**src/rtl/mia_pkg.sv**
```systemverilog
/*
  Constants, field layout and carrier types for the indirect-access portal.
  Assumes a management frame decoder outside that presents one decoded
  register access per strobe, synchronous to the management clock.
*/
package mia_pkg;

  // Data and address widths of the direct management space
  localparam int unsigned MIA_REG_W  = 16;
  localparam int unsigned MIA_ADDR_W = 5;
  localparam int unsigned MIA_DEV_W  = 5;

  // Portal register addresses in the direct management space
  localparam logic [MIA_ADDR_W-1:0] MIA_CTRL_ADDR = 5'h0D;
  localparam logic [MIA_ADDR_W-1:0] MIA_DATA_ADDR = 5'h0E;

  // Field positions inside the access-control register
  localparam int unsigned MIA_OP_HI  = 15;
  localparam int unsigned MIA_OP_LO  = 14;
  localparam int unsigned MIA_DEV_HI = 4;
  localparam int unsigned MIA_DEV_LO = 0;

  // Reset values and the address step
  localparam logic [MIA_REG_W-1:0] MIA_CTRL_RST  = 16'h0000;
  localparam logic [MIA_REG_W-1:0] MIA_DATA_RST  = 16'h0000;
  localparam logic [MIA_REG_W-1:0] MIA_ADDR_STEP = 16'h0001;
  localparam logic [MIA_REG_W-1:0] MIA_ZERO      = 16'h0000;

  // Defaults for the locally held indirect register window
  localparam logic [MIA_DEV_W-1:0] MIA_MEM_DEV_DEF   = 5'h1F;
  localparam int unsigned          MIA_MEM_DEPTH_DEF = 32;

  // Operation field encodings
  typedef enum logic [1:0] {
    MIA_OP_ADDR   = 2'h0,
    MIA_OP_DATA   = 2'h1,
    MIA_OP_INC_RW = 2'h2,
    MIA_OP_INC_WR = 2'h3
  } mia_op_t;

  // One decoded management access
  typedef struct packed {
    logic                  acc;
    logic                  wr;
    logic [MIA_ADDR_W-1:0] addr;
    logic [MIA_REG_W-1:0]  wdata;
  } mia_req_t;

  // Answer to one access
  typedef struct packed {
    logic                 ack;
    logic [MIA_REG_W-1:0] rdata;
  } mia_rsp_t;

endpackage : mia_pkg

```
**src/rtl/mia_portal.sv**
```systemverilog
/*
  Indirect-access portal: control register and address/data register that
  open a space of 32 devices by 65,536 words, plus a small local window of
  indirect registers for one device.
  Assumes a frame decoder that issues one access per strobe on the
  management clock, and that inputs are synchronous to that clock.
*/
`timescale 1ns/100ps

module mia_portal
  import mia_pkg::*;
#(
  parameter logic [MIA_DEV_W-1:0] MEM_DEV   = MIA_MEM_DEV_DEF,   // Device held locally
  parameter int unsigned          MEM_DEPTH = MIA_MEM_DEPTH_DEF  // Words held, at least 2
) (
  // Clock, reset and enable
  input  wire logic     clk_i,
  input  wire logic     nrst_i,
  input  wire logic     en_i,
  // Decoded management access and its answer
  input  wire mia_req_t req_i,
  output mia_rsp_t      rsp_o,
  // Portal state for the rest of the device
  output mia_op_t       op_o,
  output logic [MIA_DEV_W-1:0] dev_o,
  output logic [MIA_REG_W-1:0] reg_addr_o
);

  localparam int unsigned IDX_W = $clog2(MEM_DEPTH);

  // Splits an operation field out of a control word
  function automatic mia_op_t op_of(input logic [MIA_REG_W-1:0] ctrl);
    op_of = mia_op_t'(ctrl[MIA_OP_HI:MIA_OP_LO]);
  endfunction : op_of

  // True for any operation that moves register contents, not the address
  function automatic logic is_data(input mia_op_t op);
    is_data = (op != MIA_OP_ADDR);
  endfunction : is_data

  // Portal state
  logic [MIA_REG_W-1:0] ctrl_r;
  logic [MIA_REG_W-1:0] ctrl_nxt;
  logic [MIA_REG_W-1:0] addr_r;
  logic [MIA_REG_W-1:0] addr_nxt;
  mia_rsp_t             rsp_r;
  mia_rsp_t             rsp_nxt;

  // Local indirect window
  logic [MIA_REG_W-1:0] mem_r [MEM_DEPTH];
  logic                 mem_we;
  logic [IDX_W-1:0]     mem_idx;

  // Decode of the current access
  mia_op_t              op;
  logic [MIA_DEV_W-1:0] dev;
  logic                 hit_ctrl;
  logic                 hit_data;
  logic                 mapped;
  logic                 do_inc;
  logic [MIA_REG_W-1:0] ind_rdata;

  assign op       = op_of(ctrl_r);
  assign dev      = ctrl_r[MIA_DEV_HI:MIA_DEV_LO];
  assign hit_ctrl = en_i && req_i.acc && (req_i.addr == MIA_CTRL_ADDR);
  assign hit_data = en_i && req_i.acc && (req_i.addr == MIA_DATA_ADDR);
  assign mem_idx  = addr_r[IDX_W-1:0];
  // Only the local device and its low words exist; the rest of the 32 by
  // 65,536 space answers as empty rather than stalling the host.
  assign mapped   = (dev == MEM_DEV) && (32'(addr_r) < MEM_DEPTH);
  assign ind_rdata = mapped ? mem_r[mem_idx] : MIA_ZERO;

  // Increment decision per operation and direction
  always_comb begin
    unique case (op)
      MIA_OP_INC_RW: do_inc = 1'b1;
      MIA_OP_INC_WR: do_inc = req_i.wr;
      MIA_OP_DATA:   do_inc = 1'b0;
      MIA_OP_ADDR:   do_inc = 1'b0;
    endcase
  end

  // Next portal state and answer
  always_comb begin
    ctrl_nxt = ctrl_r;
    addr_nxt = addr_r;
    rsp_nxt  = rsp_r;
    mem_we   = 1'b0;
    if (en_i) begin
      rsp_nxt.ack = req_i.acc;
      if (req_i.acc && !req_i.wr) begin
        rsp_nxt.rdata = MIA_ZERO;
      end
    end
    if (hit_ctrl) begin
      if (req_i.wr) begin
        ctrl_nxt = req_i.wdata;
      end else begin
        rsp_nxt.rdata = ctrl_r;
      end
    end
    if (hit_data) begin
      if (!is_data(op)) begin
        if (req_i.wr) begin
          addr_nxt = req_i.wdata;
        end else begin
          rsp_nxt.rdata = addr_r;
        end
      end else begin
        if (req_i.wr) begin
          mem_we = mapped;
        end else begin
          rsp_nxt.rdata = ind_rdata;
        end
        if (do_inc) begin
          addr_nxt = addr_r + MIA_ADDR_STEP;
        end
      end
    end
  end

  // Register portal state; clock enable is folded into the next values
  always_ff @(posedge clk_i or negedge nrst_i) begin
    if (!nrst_i) begin
      ctrl_r <= MIA_CTRL_RST;
      addr_r <= MIA_DATA_RST;
      rsp_r  <= '0;
    end else begin
      ctrl_r <= ctrl_nxt;
      addr_r <= addr_nxt;
      rsp_r  <= rsp_nxt;
    end
  end

  // Local window storage; reset clears it so reads are defined
  always_ff @(posedge clk_i or negedge nrst_i) begin
    if (!nrst_i) begin
      for (int i = 0; i < MEM_DEPTH; i++) begin
        mem_r[i] <= MIA_ZERO;
      end
    end else if (mem_we) begin
      mem_r[mem_idx] <= req_i.wdata;
    end
  end

  assign rsp_o      = rsp_r;
  assign op_o       = op;
  assign dev_o      = dev;
  assign reg_addr_o = addr_r;

  // Control write lands whole one edge later
  property p_ctrl_wr;
    @(posedge clk_i) disable iff (!nrst_i)
      (hit_ctrl && req_i.wr) |=> (ctrl_r == $past(req_i.wdata));
  endproperty
  a_ctrl_wr: assert property (p_ctrl_wr) else $error("control write lost");

  // Address mode write stores the register address
  property p_addr_wr;
    @(posedge clk_i) disable iff (!nrst_i)
      (hit_data && req_i.wr && op == MIA_OP_ADDR) |=> (addr_r == $past(req_i.wdata));
  endproperty
  a_addr_wr: assert property (p_addr_wr) else $error("address not stored");

  // Address mode read answers with the stored address
  property p_addr_rd;
    @(posedge clk_i) disable iff (!nrst_i)
      (hit_data && !req_i.wr && op == MIA_OP_ADDR) |=>
        (rsp_o.ack && rsp_o.rdata == $past(addr_r));
  endproperty
  a_addr_rd: assert property (p_addr_rd) else $error("address readback wrong");

  // Every access taken while enable is high is answered exactly one edge later; while enable is low the
  // answer is frozen, so a high ack may stand through that cycle
  property p_ack;
    @(posedge clk_i) disable iff (!nrst_i)
      (en_i && req_i.acc) |=> rsp_o.ack ##1 (!rsp_o.ack || $past(req_i.acc || !en_i));
  endproperty
  a_ack: assert property (p_ack) else $error("answer timing wrong");

  // Increment on reads and writes
  property p_inc_rw;
    @(posedge clk_i) disable iff (!nrst_i)
      (hit_data && op == MIA_OP_INC_RW) |=> (addr_r == $past(addr_r) + MIA_ADDR_STEP);
  endproperty
  a_inc_rw: assert property (p_inc_rw) else $error("no increment in mode 10");

  // Writes-only increment: writes step
  property p_inc_wr;
    @(posedge clk_i) disable iff (!nrst_i)
      (hit_data && req_i.wr && op == MIA_OP_INC_WR) |=>
        (addr_r == $past(addr_r) + MIA_ADDR_STEP);
  endproperty
  a_inc_wr: assert property (p_inc_wr) else $error("no write increment in mode 11");

  // Writes-only increment: reads hold the address
  property p_hold_rd;
    @(posedge clk_i) disable iff (!nrst_i)
      (hit_data && !req_i.wr && op == MIA_OP_INC_WR) |=> $stable(addr_r);
  endproperty
  a_hold_rd: assert property (p_hold_rd) else $error("read moved address in mode 11");

  // Data read of a location outside the window answers zero
  property p_unmapped_rd;
    @(posedge clk_i) disable iff (!nrst_i)
      (hit_data && !req_i.wr && is_data(op) && !mapped) |=> (rsp_o.rdata == MIA_ZERO);
  endproperty
  a_unmapped_rd: assert property (p_unmapped_rd) else $error("unmapped read not zero");

  // Data write, one idle cycle, then a plain data read returns the value; the
  // gap is the usual pace of a serial management host
  property p_data_rt;
    @(posedge clk_i) disable iff (!nrst_i)
      (hit_data && req_i.wr && op == MIA_OP_DATA && mapped) ##1 !req_i.acc ##1
        (hit_data && !req_i.wr && op == MIA_OP_DATA) |=>
        (rsp_o.rdata == $past(req_i.wdata, 3));
  endproperty
  a_data_rt: assert property (p_data_rt) else $error("data round trip wrong");

  // Reset leaves both portal registers at zero
  property p_reset;
    @(posedge clk_i)
      !nrst_i |=> (ctrl_r == MIA_CTRL_RST && addr_r == MIA_DATA_RST) || !nrst_i;
  endproperty
  a_reset: assert property (p_reset) else $error("reset values wrong");

  // Control read answers the whole stored control word
  property p_ctrl_rd;
    @(posedge clk_i) disable iff (!nrst_i)
      (hit_ctrl && !req_i.wr) |=>
        (rsp_o.ack && rsp_o.rdata == $past(ctrl_r));
  endproperty
  a_ctrl_rd: assert property (p_ctrl_rd) else $error("control readback wrong");

  // Data path accesses never disturb the control word
  property p_ctrl_keep;
    @(posedge clk_i) disable iff (!nrst_i)
      hit_data |=>
        $stable(ctrl_r);
  endproperty
  a_ctrl_keep: assert property (p_ctrl_keep) else $error("control moved by data access");

  // Mode 01 leaves the stored address alone
  property p_data_hold;
    @(posedge clk_i) disable iff (!nrst_i)
      (hit_data && op == MIA_OP_DATA) |=> $stable(addr_r);
  endproperty
  a_data_hold: assert property (p_data_hold) else $error("address moved in mode 01");

  // Reads outside the two portal addresses answer zero
  property p_other_rd;
    @(posedge clk_i) disable iff (!nrst_i)
      (en_i && req_i.acc && !req_i.wr && !hit_ctrl && !hit_data) |=>
        (rsp_o.ack && rsp_o.rdata == MIA_ZERO);
  endproperty
  a_other_rd: assert property (p_other_rd) else $error("stray read not zero");

  // Writes outside the two portal addresses change no portal state
  property p_other_wr;
    @(posedge clk_i) disable iff (!nrst_i)
      (en_i && req_i.acc && req_i.wr && !hit_ctrl && !hit_data) |=>
        ($stable(ctrl_r) && $stable(addr_r));
  endproperty
  a_other_wr: assert property (p_other_wr) else $error("stray write changed state");

  // A data write aimed at another device leaves the local window alone
  property p_foreign_wr;
    @(posedge clk_i) disable iff (!nrst_i)
      (hit_data && req_i.wr && op == MIA_OP_DATA && dev != MEM_DEV) |=>
        $stable(mem_r[mem_idx]);
  endproperty
  a_foreign_wr: assert property (p_foreign_wr) else $error("foreign write reached window");

  // No answer without a taken access
  property p_ack_quiet;
    @(posedge clk_i) disable iff (!nrst_i)
      (en_i && !req_i.acc) |=> !rsp_o.ack;
  endproperty
  a_ack_quiet: assert property (p_ack_quiet) else $error("answer without access");

  // Writes leave the last read result standing
  property p_rdata_keep;
    @(posedge clk_i) disable iff (!nrst_i)
      (en_i && req_i.acc && req_i.wr) |=> $stable(rsp_o.rdata);
  endproperty
  a_rdata_keep: assert property (p_rdata_keep) else $error("write changed read data");

  // Enable low freezes the portal registers and the answer; a host that
  // drops enable right after an access sees that answer held, not cleared
  property p_freeze;
    @(posedge clk_i) disable iff (!nrst_i)
      !en_i |=> ($stable(ctrl_r) && $stable(addr_r) && $stable(rsp_o));
  endproperty
  a_freeze: assert property (p_freeze) else $error("state moved while disabled");

endmodule : mia_portal

```
**config.mk**
```make
export PLATFORM = sky130hd
export DESIGN_NAME = mia_portal
export DESIGN_NICKNAME = d
export VERILOG_FILES = /design/src/rtl/mia_pkg.sv /design/src/rtl/mia_portal.sv
export SDC_FILE = /design/constraint.sdc
export NUM_CORES = 1
export LEC_CHECK = 0
export BUFFER_PORTS_ARGS = -buffer_cell sky130_fd_sc_hd__buf_2
export CAP_MARGIN = 20
export CORE_MARGIN = 5
export CORE_UTILIZATION = 65
export CTS_BUF_LIST = sky130_fd_sc_hd__clkbuf_4 sky130_fd_sc_hd__clkbuf_8
export CTS_CLUSTER_DIAMETER = 50
export DETAILED_ROUTE_END_ITERATION = 8
export GPL_ROUTABILITY_DRIVEN = 0
export GPL_TIMING_DRIVEN = 1
export PLACE_DENSITY = 0.9
export SYNTH_ARGS = -nofsm -noshare
export SYNTH_HDL_FRONTEND = slang
export SYNTH_SLANG_ARGS = --single-unit
```
**constraint.sdc**
```tcl
create_clock -name clk_i -period 5.85 [get_ports clk_i]
set_clock_uncertainty 0.15 [all_clocks]
set_input_delay 0 -clock clk_i [delete_from_list [all_inputs] [get_ports clk_i]]
set_output_delay 0 -clock clk_i [all_outputs]
set_load 0.01 [all_outputs]
```
==> out/qor.yml, run 1 <==
outcome:
  run_status: "complete, no violations"
yosys:
  synth_seq_area_share_pct: 53.26
  synth_edf_count: 0
  synth_nets: 1974
  syn_area_per_cell_um2: 13.56
  synth_ff_type: "dfrtp_1"
  ys_ff_latch: 561
  synth_cells: 1944
  ys_types: 55
  syn_area_um2: 26360
  yosysWarnings: 0
  async_flop_share_pct: 100.0
power_and_ir_drop:
  p_comb_share_pct: 4.8
  clkPwrFrac_pct: 43.9
  p_sw_share_pct: 23.87
  power_frac_seq_pct: 51.3
  ir_drop_mv: 0.2169
  p_per_area_nw_per_um2: 265.0
  p_int_uw: 5832
  switching_power_uw: 1828
  p_leak_uw: 0.01443
cts:
  clkTransAtPathRegs_ns: 0.06
  cts_root_buf: "clkbuf_8"
  post_cts_resized: 0
  numCtsBuffers: 89
  clock-sinks: 561
  cts_tree: "yes"
  htree_levels: 3
  cts_setup_buffers: 0
  clk_latency_ns: 0.68
  hold_buffers: 29
  cts_buffer_depth: 3
grt:
  grt_use_total_pct: 32.93
  grt_pass1_vias: 18647
  grt_first_pass_wirelength_um: 112800
  antenna_found_initial: 1
  grt_max_degree: 204
  overflow: 0
timing:
  whs_ns: 0.03277
  hold_viol_final: 0
  rsz0062_at_grt: "no"
  max_freq_mhz: 250.9
  finalSetupViolations: 0
  drv_slew: 0
  post-route-min-period_ns: 3.986
  max-slew-margin-rel_pct: 24.02
  timing.setup.tns_ns: 0
  worstMarginPinSlew_ns: 1.140
  finalCritPeriodShare_pct: 68.14
worst_setup_path:
  worstPathArrival_ns: 4.35
  start_kind: "flop"
  required_ns: 6.22
  startpoint: "reg_addr_o[6]"
  end_kind: "flop"
  rr_startpoint: "reg_addr_o[6]"
  cp_max_fo: 16
  worstSetupPathType: "flop to flop"
finish:
  fillers: 2376
  mostFrequentLayoutCells: "687 x mux2_2, 559 x dfrtp_1, 101 x clkbuf_8"
  ff_latch_area_um2: 14050
  nNetsFinal: 2008
  final_common_cell: "mux2_2"
  drive_gt1_share_pct: 49.56
  multi_input_area_um2: 11580
  area_growth_pct: 9.665
  post-route-util_pct: 72.42
floorplan:
  ios: 66
  die_x_um: 211.4
  coreArea_um2: 39910
  rows: 73
  die_h_um: 211.4
  fp.dieArea_um2: 44680
  start_util_pct: 66.04
hold_path:
  holdCritStartpoint: "req_i[22]"
  hold_path.class: "input port to flop"
detailed_routing:
  via_per_inst: 6.921
  first_pass_iters: 6
  drt-initial-drc-count: 2157
  postRouteAntennaNets: 0
  vias: 17739
  drc: 0
  routed_wirelength_um: 72540
  wl_per_cell_um: 28.30
placed_design:
  io_buffers: 65
  dp_hpwl_um: 43650
run:
  cap_violations: 0
-- state kept, by name, indices dropped and copies added, names as in the netlist --
signal and count:
ctrl_r 16, mem_r 512, reg_addr_o 16, rsp_o 17
-- layer usage --
metal / share of wire [%] / track usage [%] / wire length (um) / vias up
li1: - / - / - / 7254
met1: 38 / 43.71 / 27510 / 9156
met2: 46 / 50.50 / 33360 / 1032
met3: 10 / 9.544 / 7579 / 297
met4: 5.6 / 16.02 / 4090 / 0
met5: 0 / 0 / 0 / -
-- path summary, 6_finish.rpt --
kind	slack, ns	to	cells past startpoint
hold / removal	0.03	rsp_o[16]	4
max in group asynchronous	4.11	mem_r[118]	4
hold reg to reg	0.35	mem_r[238]	1
min in group asynchronous	0.35	mem_r[234]	4
setup / recovery	1.86	mem_r[198]	5
setup reg to reg	1.86	mem_r[198]	5
-- power groups by stage --
| stage | registers [uW] | logic (uW) | clock network, uW |
|---|---|---|---|
| floorplan | 3980 | 172 | 0 |
| global placement | 3990 | 327 | 0 |
| detailed placement | 4000 | 338 | 0 |
| CTS | 3930 | 358 | 3390 |
| global route | 3930 | 393 | 3570 |
| finish | 3930 | 365 | 3370 |
-- worst max-delay path, stage by stage, from the launching register on --
cell	delay, ns
dfrtp_1	0.48
nor4_1	0.51
nand4_2	0.74
nor4_4	0.87
nand2_2	0.58
mux2_2	0.47
-- cell usage after synthesis (5+ instances only) --
| cell type | instances | share of area, % |
|---|---|---|
| nand2b_1 | 5 | 0.12 |
| mux2i_1 | 10 | 0.38 |
| o21ai_0 | 35 | 0.66 |
| a221oi_1 | 6 | 0.20 |
| inv_1 | 9 | 0.13 |
| nand2_1 | 57 | 0.81 |
| nand3_1 | 35 | 0.66 |
| nor4_1 | 18 | 0.43 |
| buf_1 | 8 | 0.11 |
| a211oi_1 | 8 | 0.23 |
| dfrtp_1 | 561 | 53 |
| a21oi_1 | 36 | 0.68 |
| nand4_1 | 6 | 0.14 |
| nor3b_1 | 5 | 0.14 |
| nand2_2 | 32 | 0.76 |
| nand4bb_1 | 5 | 0.21 |
| mux2_2 | 687 | 29 |
| clkbuf_1 | 121 | 1.7 |
| nor2b_1 | 9 | 0.21 |
| a31oi_1 | 14 | 0.33 |
| nor2_1 | 35 | 0.50 |
| nor3_1 | 8 | 0.15 |
| buf_2 | 35 | 0.66 |
| buf_4 | 7 | 0.20 |
| o22ai_1 | 83 | 2.0 |
| mux4_2 | 42 | 3.6 |
| and3_1 | 6 | 0.14 |
-- cells by family after synthesis --
group,count (synthesis),synth area share (%)
multiplexers,739,33.32
flip-flops,561,53.26
AND/OR/NAND/NOR,249,5.388
AO/OA/AOI/OAI,210,4.975
buffers and inverters,180,2.829
adder cells (fa/ha/maj),5,0.2279
-- through the flow --
| step | instances | worst slack (ns) | cell area, um^2 | power, uW |
|---|---|---|---|---|
| after CTS | 2560 | 2.050 | 28890 | 7672 |
| after floorplan | 1944 | 2.668 | 26360 | 4152 |
| after global placement | 2382 | 2.168 | 26830 | 4322 |
| after detailed placement | 2382 | 2.096 | 26830 | 4334 |
| final | 2563 | 1.864 | 28910 | 7660 |
| after global routing | 2562 | 1.864 | 28900 | 7888 |
-- cell type report --
| type | instances | share of cell area (%) |
|---|---|---|
| flip-flops and latches | 561 | 48.59 |
| multi-input cells | 1203 | 40.07 |
| clock buffers | 145 | 5.952 |
| repair buffers | 114 | 2.887 |
| well taps | 525 | 2.273 |
| inverters | 9 | 0.1169 |
| clock inverters | 4 | 0.09523 |
| diodes | 2 | 0.01731 |
Power figures use the tool's default switching activity.
==> run 2: changes to the inputs <==
- CORE_UTILIZATION: 65 -> 59
- PLACE_DENSITY: 0.9 -> 0.87
- clock period: 5.85 -> 3.36 ns (I/O delays scaled with it)
==> run 2 against run 1 <==
Register-to-register slack got worse by 1.8 ns. Clock power increased by 82%. Sequential share of layout area decreased by 0.76 points. Maximum frequency increased by 22%. Worst setup slack got worse by 1.8 ns. Clock-buffer cell count decreased by 6. Critical endpoint is now rsp_o[8]. Largest power group unchanged.
==> out/qor.yml, run 2 (synthesis gave the netlist of run 1 again) <==
grt:
  antenna_found_initial: 2  # +1
  grt_first_pass_wirelength_um: 113200  # +0.37%
  grt_max_degree: 113  # -45%
  grt_use_total_pct: 29.55  # -3.4 points
  grt_pass1_vias: 18903  # +1.4%
  overflow: 0  # unchanged
floorplan:
  start_util_pct: 59.60  # -6.4 points
  rows: 77  # +5.5%
  fp.dieArea_um2: 49000  # +9.7%
  ios: 66  # unchanged
  die_h_um: 221.4  # +4.7%
  die_x_um: 221.4  # +4.7%
  coreArea_um2: 44220  # +11%
detailed_routing:
  vias: 17972  # +1.3%
  wl_per_cell_um: 27.25  # -3.7%
  dr_wl_met3_um: 7469  # -1.5%
  first_pass_iters: 6  # unchanged
  routed.top_layer: "met5"
  drt-initial-drc-count: 2417  # +12%
  wl_met2_um: 33570  # +0.61%
  drt-met1-wl_um: 27720  # +0.77%
  routed_wirelength_um: 72570  # about the same
  drc: 0  # unchanged
  via_per_inst: 6.749  # -2.5%
  postRouteAntennaNets: 0  # unchanged
run:
  cap_violations: 0  # unchanged
power_and_ir_drop:
  p_leak_uw: 0.01463  # +1.4%
  ir_drop_mv: 0.4682  # +120%
  p_total_uw: 13660  # +78%
  p_per_area_nw_per_um2: 465.3  # +76%
cts:
  cts_root_buf: "clkbuf_8"
  cts_buffer_depth: 3  # unchanged
  cts_setup_buffers: 0  # unchanged
  clkTransAtPathRegs_ns: 0.07  # about the same
  cts_tree: "yes"
  numCtsBuffers: 88  # -1.1%
  htree_levels: 3  # unchanged
  clock-sinks: 561  # unchanged
  clk_latency_ns: 0.68  # about the same
placed_design:
  io_buffers: 65  # unchanged
  dp_hpwl_um: 44730  # +2.5%
  postPlaceCellArea_um2: 27170  # +1.3%
  place_inst: 2475  # +3.9%
timing:
  hold_viol_final: 0  # unchanged
  max_freq_mhz: 305.7  # +22%
  finalCritPeriodShare_pct: 97.36  # +29 points
  max-slew-margin-rel_pct: 34.61  # +11 points
  whs_ns: 0.04463  # +0.01186 ns
  drv_slew: 0  # unchanged
  worstMarginPinSlew_ns: 0.9809  # -0.1588 ns
  timing.setup.tns_ns: 0  # unchanged
  finalSetupViolations: 0  # unchanged
  rsz0062_at_grt: "no"
  post-route-min-period_ns: 3.271  # -0.7147 ns
finish:
  drive_gt1_share_pct: 50.43  # +0.88 points
  finalNonFillerCells: 2663  # +3.9%
  mostFrequentLayoutCells: "687 x mux2_2, 557 x dfrtp_1, 108 x clkbuf_8"
  fillers: 2894  # +22%
  multi_input_area_um2: 11590  # about the same
  ff_latch_area_um2: 14050  # about the same
  final_common_cell: "mux2_2"
  top_register: "mem_r"
  stdcell_area_um2: 29370  # +1.6%
  area_growth_pct: 11.42
  largest_register_ffs: 512  # unchanged
  nNetsFinal: 2033  # +1.2%
worst_setup_path:
  slowest_delay_ns: 0.84  # -0.03 ns
  worstPathArrival_ns: 3.71  # -0.64 ns
  cp_max_fo: 18  # +2
  start_kind: "flop"
  slowest_stage: "dfrtp_1"
  worstSetupPathType: "flop to flop"
  required_ns: 3.80  # -2.42 ns
  path_cells: "nand4b_1, buf_4, o22ai_1, nor4_1, a31oi_1, o21ai_0"
  end_kind: "flop"
outcome:
  run_status: "complete, no violations"
hold_path:
  hold_path.class: "input port to flop"
-- run 2: metrics by stage --
stage | worst slack (ns) | utilization, %
after floorplan | 0.1783 | -
after global placement | 0.06266 | 61.45
after detailed placement | -0.01923 | 61.45
after CTS | 0.07036 | 66.40
after global routing | 0.02785 | 66.41
final | 0.08855 | 66.41
-- run 2: layer usage --
| metal | track usage, % | vias to the layer above |
|---|---|---|
| li1 | - | 7292 |
| met1 | 39.25 | 9320 |
| met2 | 46.28 | 1071 |
| met3 | 8.362 | 287 |
| met4 | 12.36 | 2 |
| met5 | 0 | - |
-- run 2: repair_timing --
item | in CTS | in global routing
pin swaps | 0 | 1
endpoints found under the setup margin | 1 | 3
endpoints found under the hold margin | 932 | 0
hold buffers | 30 | 0
resized for setup | 1 | 2
-- run 2: final timing paths --
| check | slack (ns) | to | depth (start not counted) | from |
|---|---|---|---|---|
| worst max-delay path | 0.09 | rsp_o[8] | 6 | reg_addr_o[2] |
| worst min-delay path | 0.04 | ctrl_r[14] | 4 | req_i[21] |
| worst max register to register | 0.09 | rsp_o[8] | 6 | reg_addr_o[2] |
| worst min register to register | 0.35 | mem_r[365] | 1 | mem_r[365] |
| max in group asynchronous | 1.60 | mem_r[29] | 4 | nrst_i |
| min in group asynchronous | 0.36 | mem_r[207] | 3 | nrst_i |
-- run 2: final cells by class --
class | count | share of cell area [%]
Inverter | 9 | 0.1150
Clock buffer | 139 | 5.854
Clock inverter | 18 | 0.5581
Multi-Input combinational cell | 1203 | 39.45
Timing Repair Buffer | 140 | 3.655
Antenna cell | 1 | 0.008521
Tap cell | 592 | 2.522
Sequential cell | 561 | 47.84
-- run 2: power breakdown --
part           switching, uW  total, uW  leakage, uW  internal, uW
clock                   2740       6150      0.00101          3410
combinational            509        689      0.00581           179
sequential              38.5       6820      0.00781          6790
total                   3290      13700       0.0146         10400
-- run 2: worst max-delay path, delay by kind of cell (launching register included) --
| kind | cells | cell delay [ns] |
|---|---|---|
| and+or+nand+nor | 2 | 1.13 |
| DFF | 1 | 0.84 |
| AOI/OAI and AO/OA | 3 | 0.77 |
| buffers and inverters | 1 | 0.27 |
==> run 3: changes to the inputs <==
- PLACE_DENSITY: 0.87 -> unset
- PLACE_DENSITY_LB_ADDON: unset -> 0.12
==> run 3 against run 2 <==
Global-route usage about the same. First-iteration DRC count fell by 46%. Hold slack better by 0.30 ns. Worst setup slack worse by 0.032 ns. Sequential cell count is the same. Non-clock buffer count grew 21.
==> out/qor.yml, run 3 (synthesis gave the netlist of run 1 again) <==
grt:
  gr-max-usage-layer: "met2"
  overflow: 0  # unchanged
  antenna_found_initial: 2  # unchanged
  grt_first_pass_wirelength_um: 111400  # -1.5%
  grt_util_met2_pct: 45.32  # -0.95 points
  grt_pass1_vias: 17967  # -5.0%
  grt_max_degree: 104  # -8.0%
  grt_use_met3_pct: 7.328  # -1.0 points
  grt_use_total_pct: 29.53  # about the same
  grt_use_met1_pct: 41.30  # +2.1 points
floorplan:
  start_util_pct: 59.60  # unchanged
  rows: 77  # unchanged
  coreArea_um2: 44220  # unchanged
  ios: 66  # unchanged
  fp.dieArea_um2: 49000  # unchanged
  die_h_um: 221.4  # unchanged
  die_x_um: 221.4  # unchanged
cts:
  htree_levels: 3  # unchanged
  clk_latency_ns: 0.69  # about the same
  cts_buffer_depth: 3  # unchanged
  numCtsBuffers: 94  # +6.8%
  clkTransAtPathRegs_ns: 0.06  # about the same
  clock-sinks: 561  # unchanged
  cts_tree: "yes"
  cts_root_buf: "clkbuf_8"
power_and_ir_drop:
  p_sw_share_pct: 23.64  # -0.40 points
  p_comb_share_pct: 5.0  # about the same
  p_per_area_nw_per_um2: 468.0  # +0.58%
  p_leak_uw: 0.01480  # +1.2%
  switching_power_uw: 3283  # about the same
  ir_drop_mv: 0.3299  # -30%
  p_int_uw: 10600  # +2.2%
  clkPwrFrac_pct: 45.9  # +0.9 points
  power_frac_seq_pct: 49.2  # -0.7 points
timing:
  hold_viol_final: 0  # unchanged
  rsz0062_at_grt: "no"
  max_freq_mhz: 302.7  # -0.96%
  drv_slew: 0  # unchanged
  finalCritPeriodShare_pct: 98.31  # +0.94 points
  max-slew-margin-rel_pct: 36.49  # +1.9 points
  worstMarginPinSlew_ns: 0.9527  # -0.02824 ns
  finalSetupViolations: 0  # unchanged
  post-route-min-period_ns: 3.303  # +0.03173 ns
  layout_setup_ws_ns: 0.05682  # -0.03173 ns
  timing.setup.tns_ns: 0  # unchanged
finish:
  ff_latch_area_um2: 14050  # about the same
  area_growth_pct: 12.57
  drive_gt1_share_pct: 51.02  # +0.59 points
  final_common_cell: "mux2_2"
  largest_register_ffs: 512  # unchanged
  fillers: 3190  # +10%
  diodes: 0  # -1
  multi_input_area_um2: 11590  # about the same
  mostFrequentLayoutCells: "687 x mux2_2, 559 x dfrtp_1, 114 x clkbuf_8"
  top_register: "mem_r"
  finalNonFillerCells: 2695  # +1.2%
  nNetsFinal: 2060  # +1.3%
placed_design:
  io_buffers: 65  # unchanged
  place_ws_ns: 0.2505  # +0.2697 ns
  place_inst: 2494  # +0.77%
  dp_hpwl_um: 45900  # +2.6%
detailed_routing:
  routed_wirelength_um: 72350  # -0.30%
  vias: 17182  # -4.4%
  drt-initial-drc-count: 1307  # -46%
  via_per_inst: 6.376  # -5.5%
  first_pass_iters: 5  # -1
  postRouteAntennaNets: 0  # unchanged
  drc: 0  # unchanged
  wl_per_cell_um: 26.85  # -1.5%
worst_setup_path:
  start_kind: "flop"
  reg2reg_setup_slack_ns: 0.06  # -0.03 ns
  worstPathArrival_ns: 3.69  # -0.02 ns
  cp_max_fo: 16  # -2
  worstSetupPathType: "flop to flop"
  end_kind: "flop"
  required_ns: 3.74  # -0.06 ns
run:
  cap_violations: 0  # unchanged
outcome:
  run_status: "complete, no violations"
hold_path:
  hold_path.class: "input port to asynchronous set/reset pin"
## run 3: cell types whose count changed in the layout (fill, tap and decap cells not counted), moves of 2 or more
cell and delta:
buf_12 +2, clkbuf_8 +6, clkinv_2 -5, clkbuf_4 +12, buf_4 +17, dlygate4sd3_1 +2
dfrtp_1 +2, inv_6 -2, dfrtp_2 -2
## run 3: metal layers
| layer | wire [um] | part of all wire (%) |
|---|---|---|
| met5 | 0 | 0 |
| met4 | 2560 | 3.5 |
| met3 | 5252 | 7.3 |
| met2 | 33430 | 46 |
| met1 | 31110 | 43 |
## run 3: final cells by class
type | instances | share of cell area (%)
clock buffers | 157 | 6.376
clock inverters | 12 | 0.3711
inverters | 9 | 0.1139
multi-input cells | 1203 | 39.05
flip-flops and latches | 561 | 47.34
well taps | 592 | 2.496
repair buffers | 161 | 4.251
## run 3: worst max-delay path, cell delays in order (launching register included)
cell and delay [ns]:
dfrtp_1 0.46, nor4bb_1 0.67, nand4_2 0.16, buf_4 0.28
nor4_4 0.29, buf_4 0.25, nand2_2 0.45, mux2_2 0.45
## run 3: what timing repair did
action	in CTS	in global routing
buffers inserted	0	0
gates resized for setup	0	1
endpoints found under the setup margin	0	1
endpoints found under the hold margin	1119	0
hold buffers	32	0
## run 3: worst paths after layout
check,end,start,depth (start not counted)
max in group asynchronous,mem_r[317],nrst_i,4
worst min register to register,mem_r[87],mem_r[87],1
min in group clk_i,mem_r[87],mem_r[87],1
worst max register to register,mem_r[203],ctrl_r[3],7
worst max-delay path,mem_r[203],ctrl_r[3],7
worst min-delay path,mem_r[218],nrst_i,3
## run 3: through the flow
stage               util (%)  area (um^2)  power (uW)  hold slack, ns
floorplan                  -        26360        7230         -0.4456
global placement       61.83        27340        7589        -0.02298
detailed placement     61.83        27340        7601        -0.01713
CTS                    67.08        29660       14000          0.3332
global route           67.10        29670       14400          0.3556
finish                 67.10        29670       13890          0.3438
## run 3: power groups by stage
stage / registers (uW) / clock network (uW) / logic [uW]
after floorplan: 6930 / 0 / 299
after global placement: 6940 / 0 / 645
after detailed placement: 6940 / 0 / 658
after CTS: 6820 / 6490 / 687
after global routing: 6820 / 6830 / 745
final: 6830 / 6370 / 688
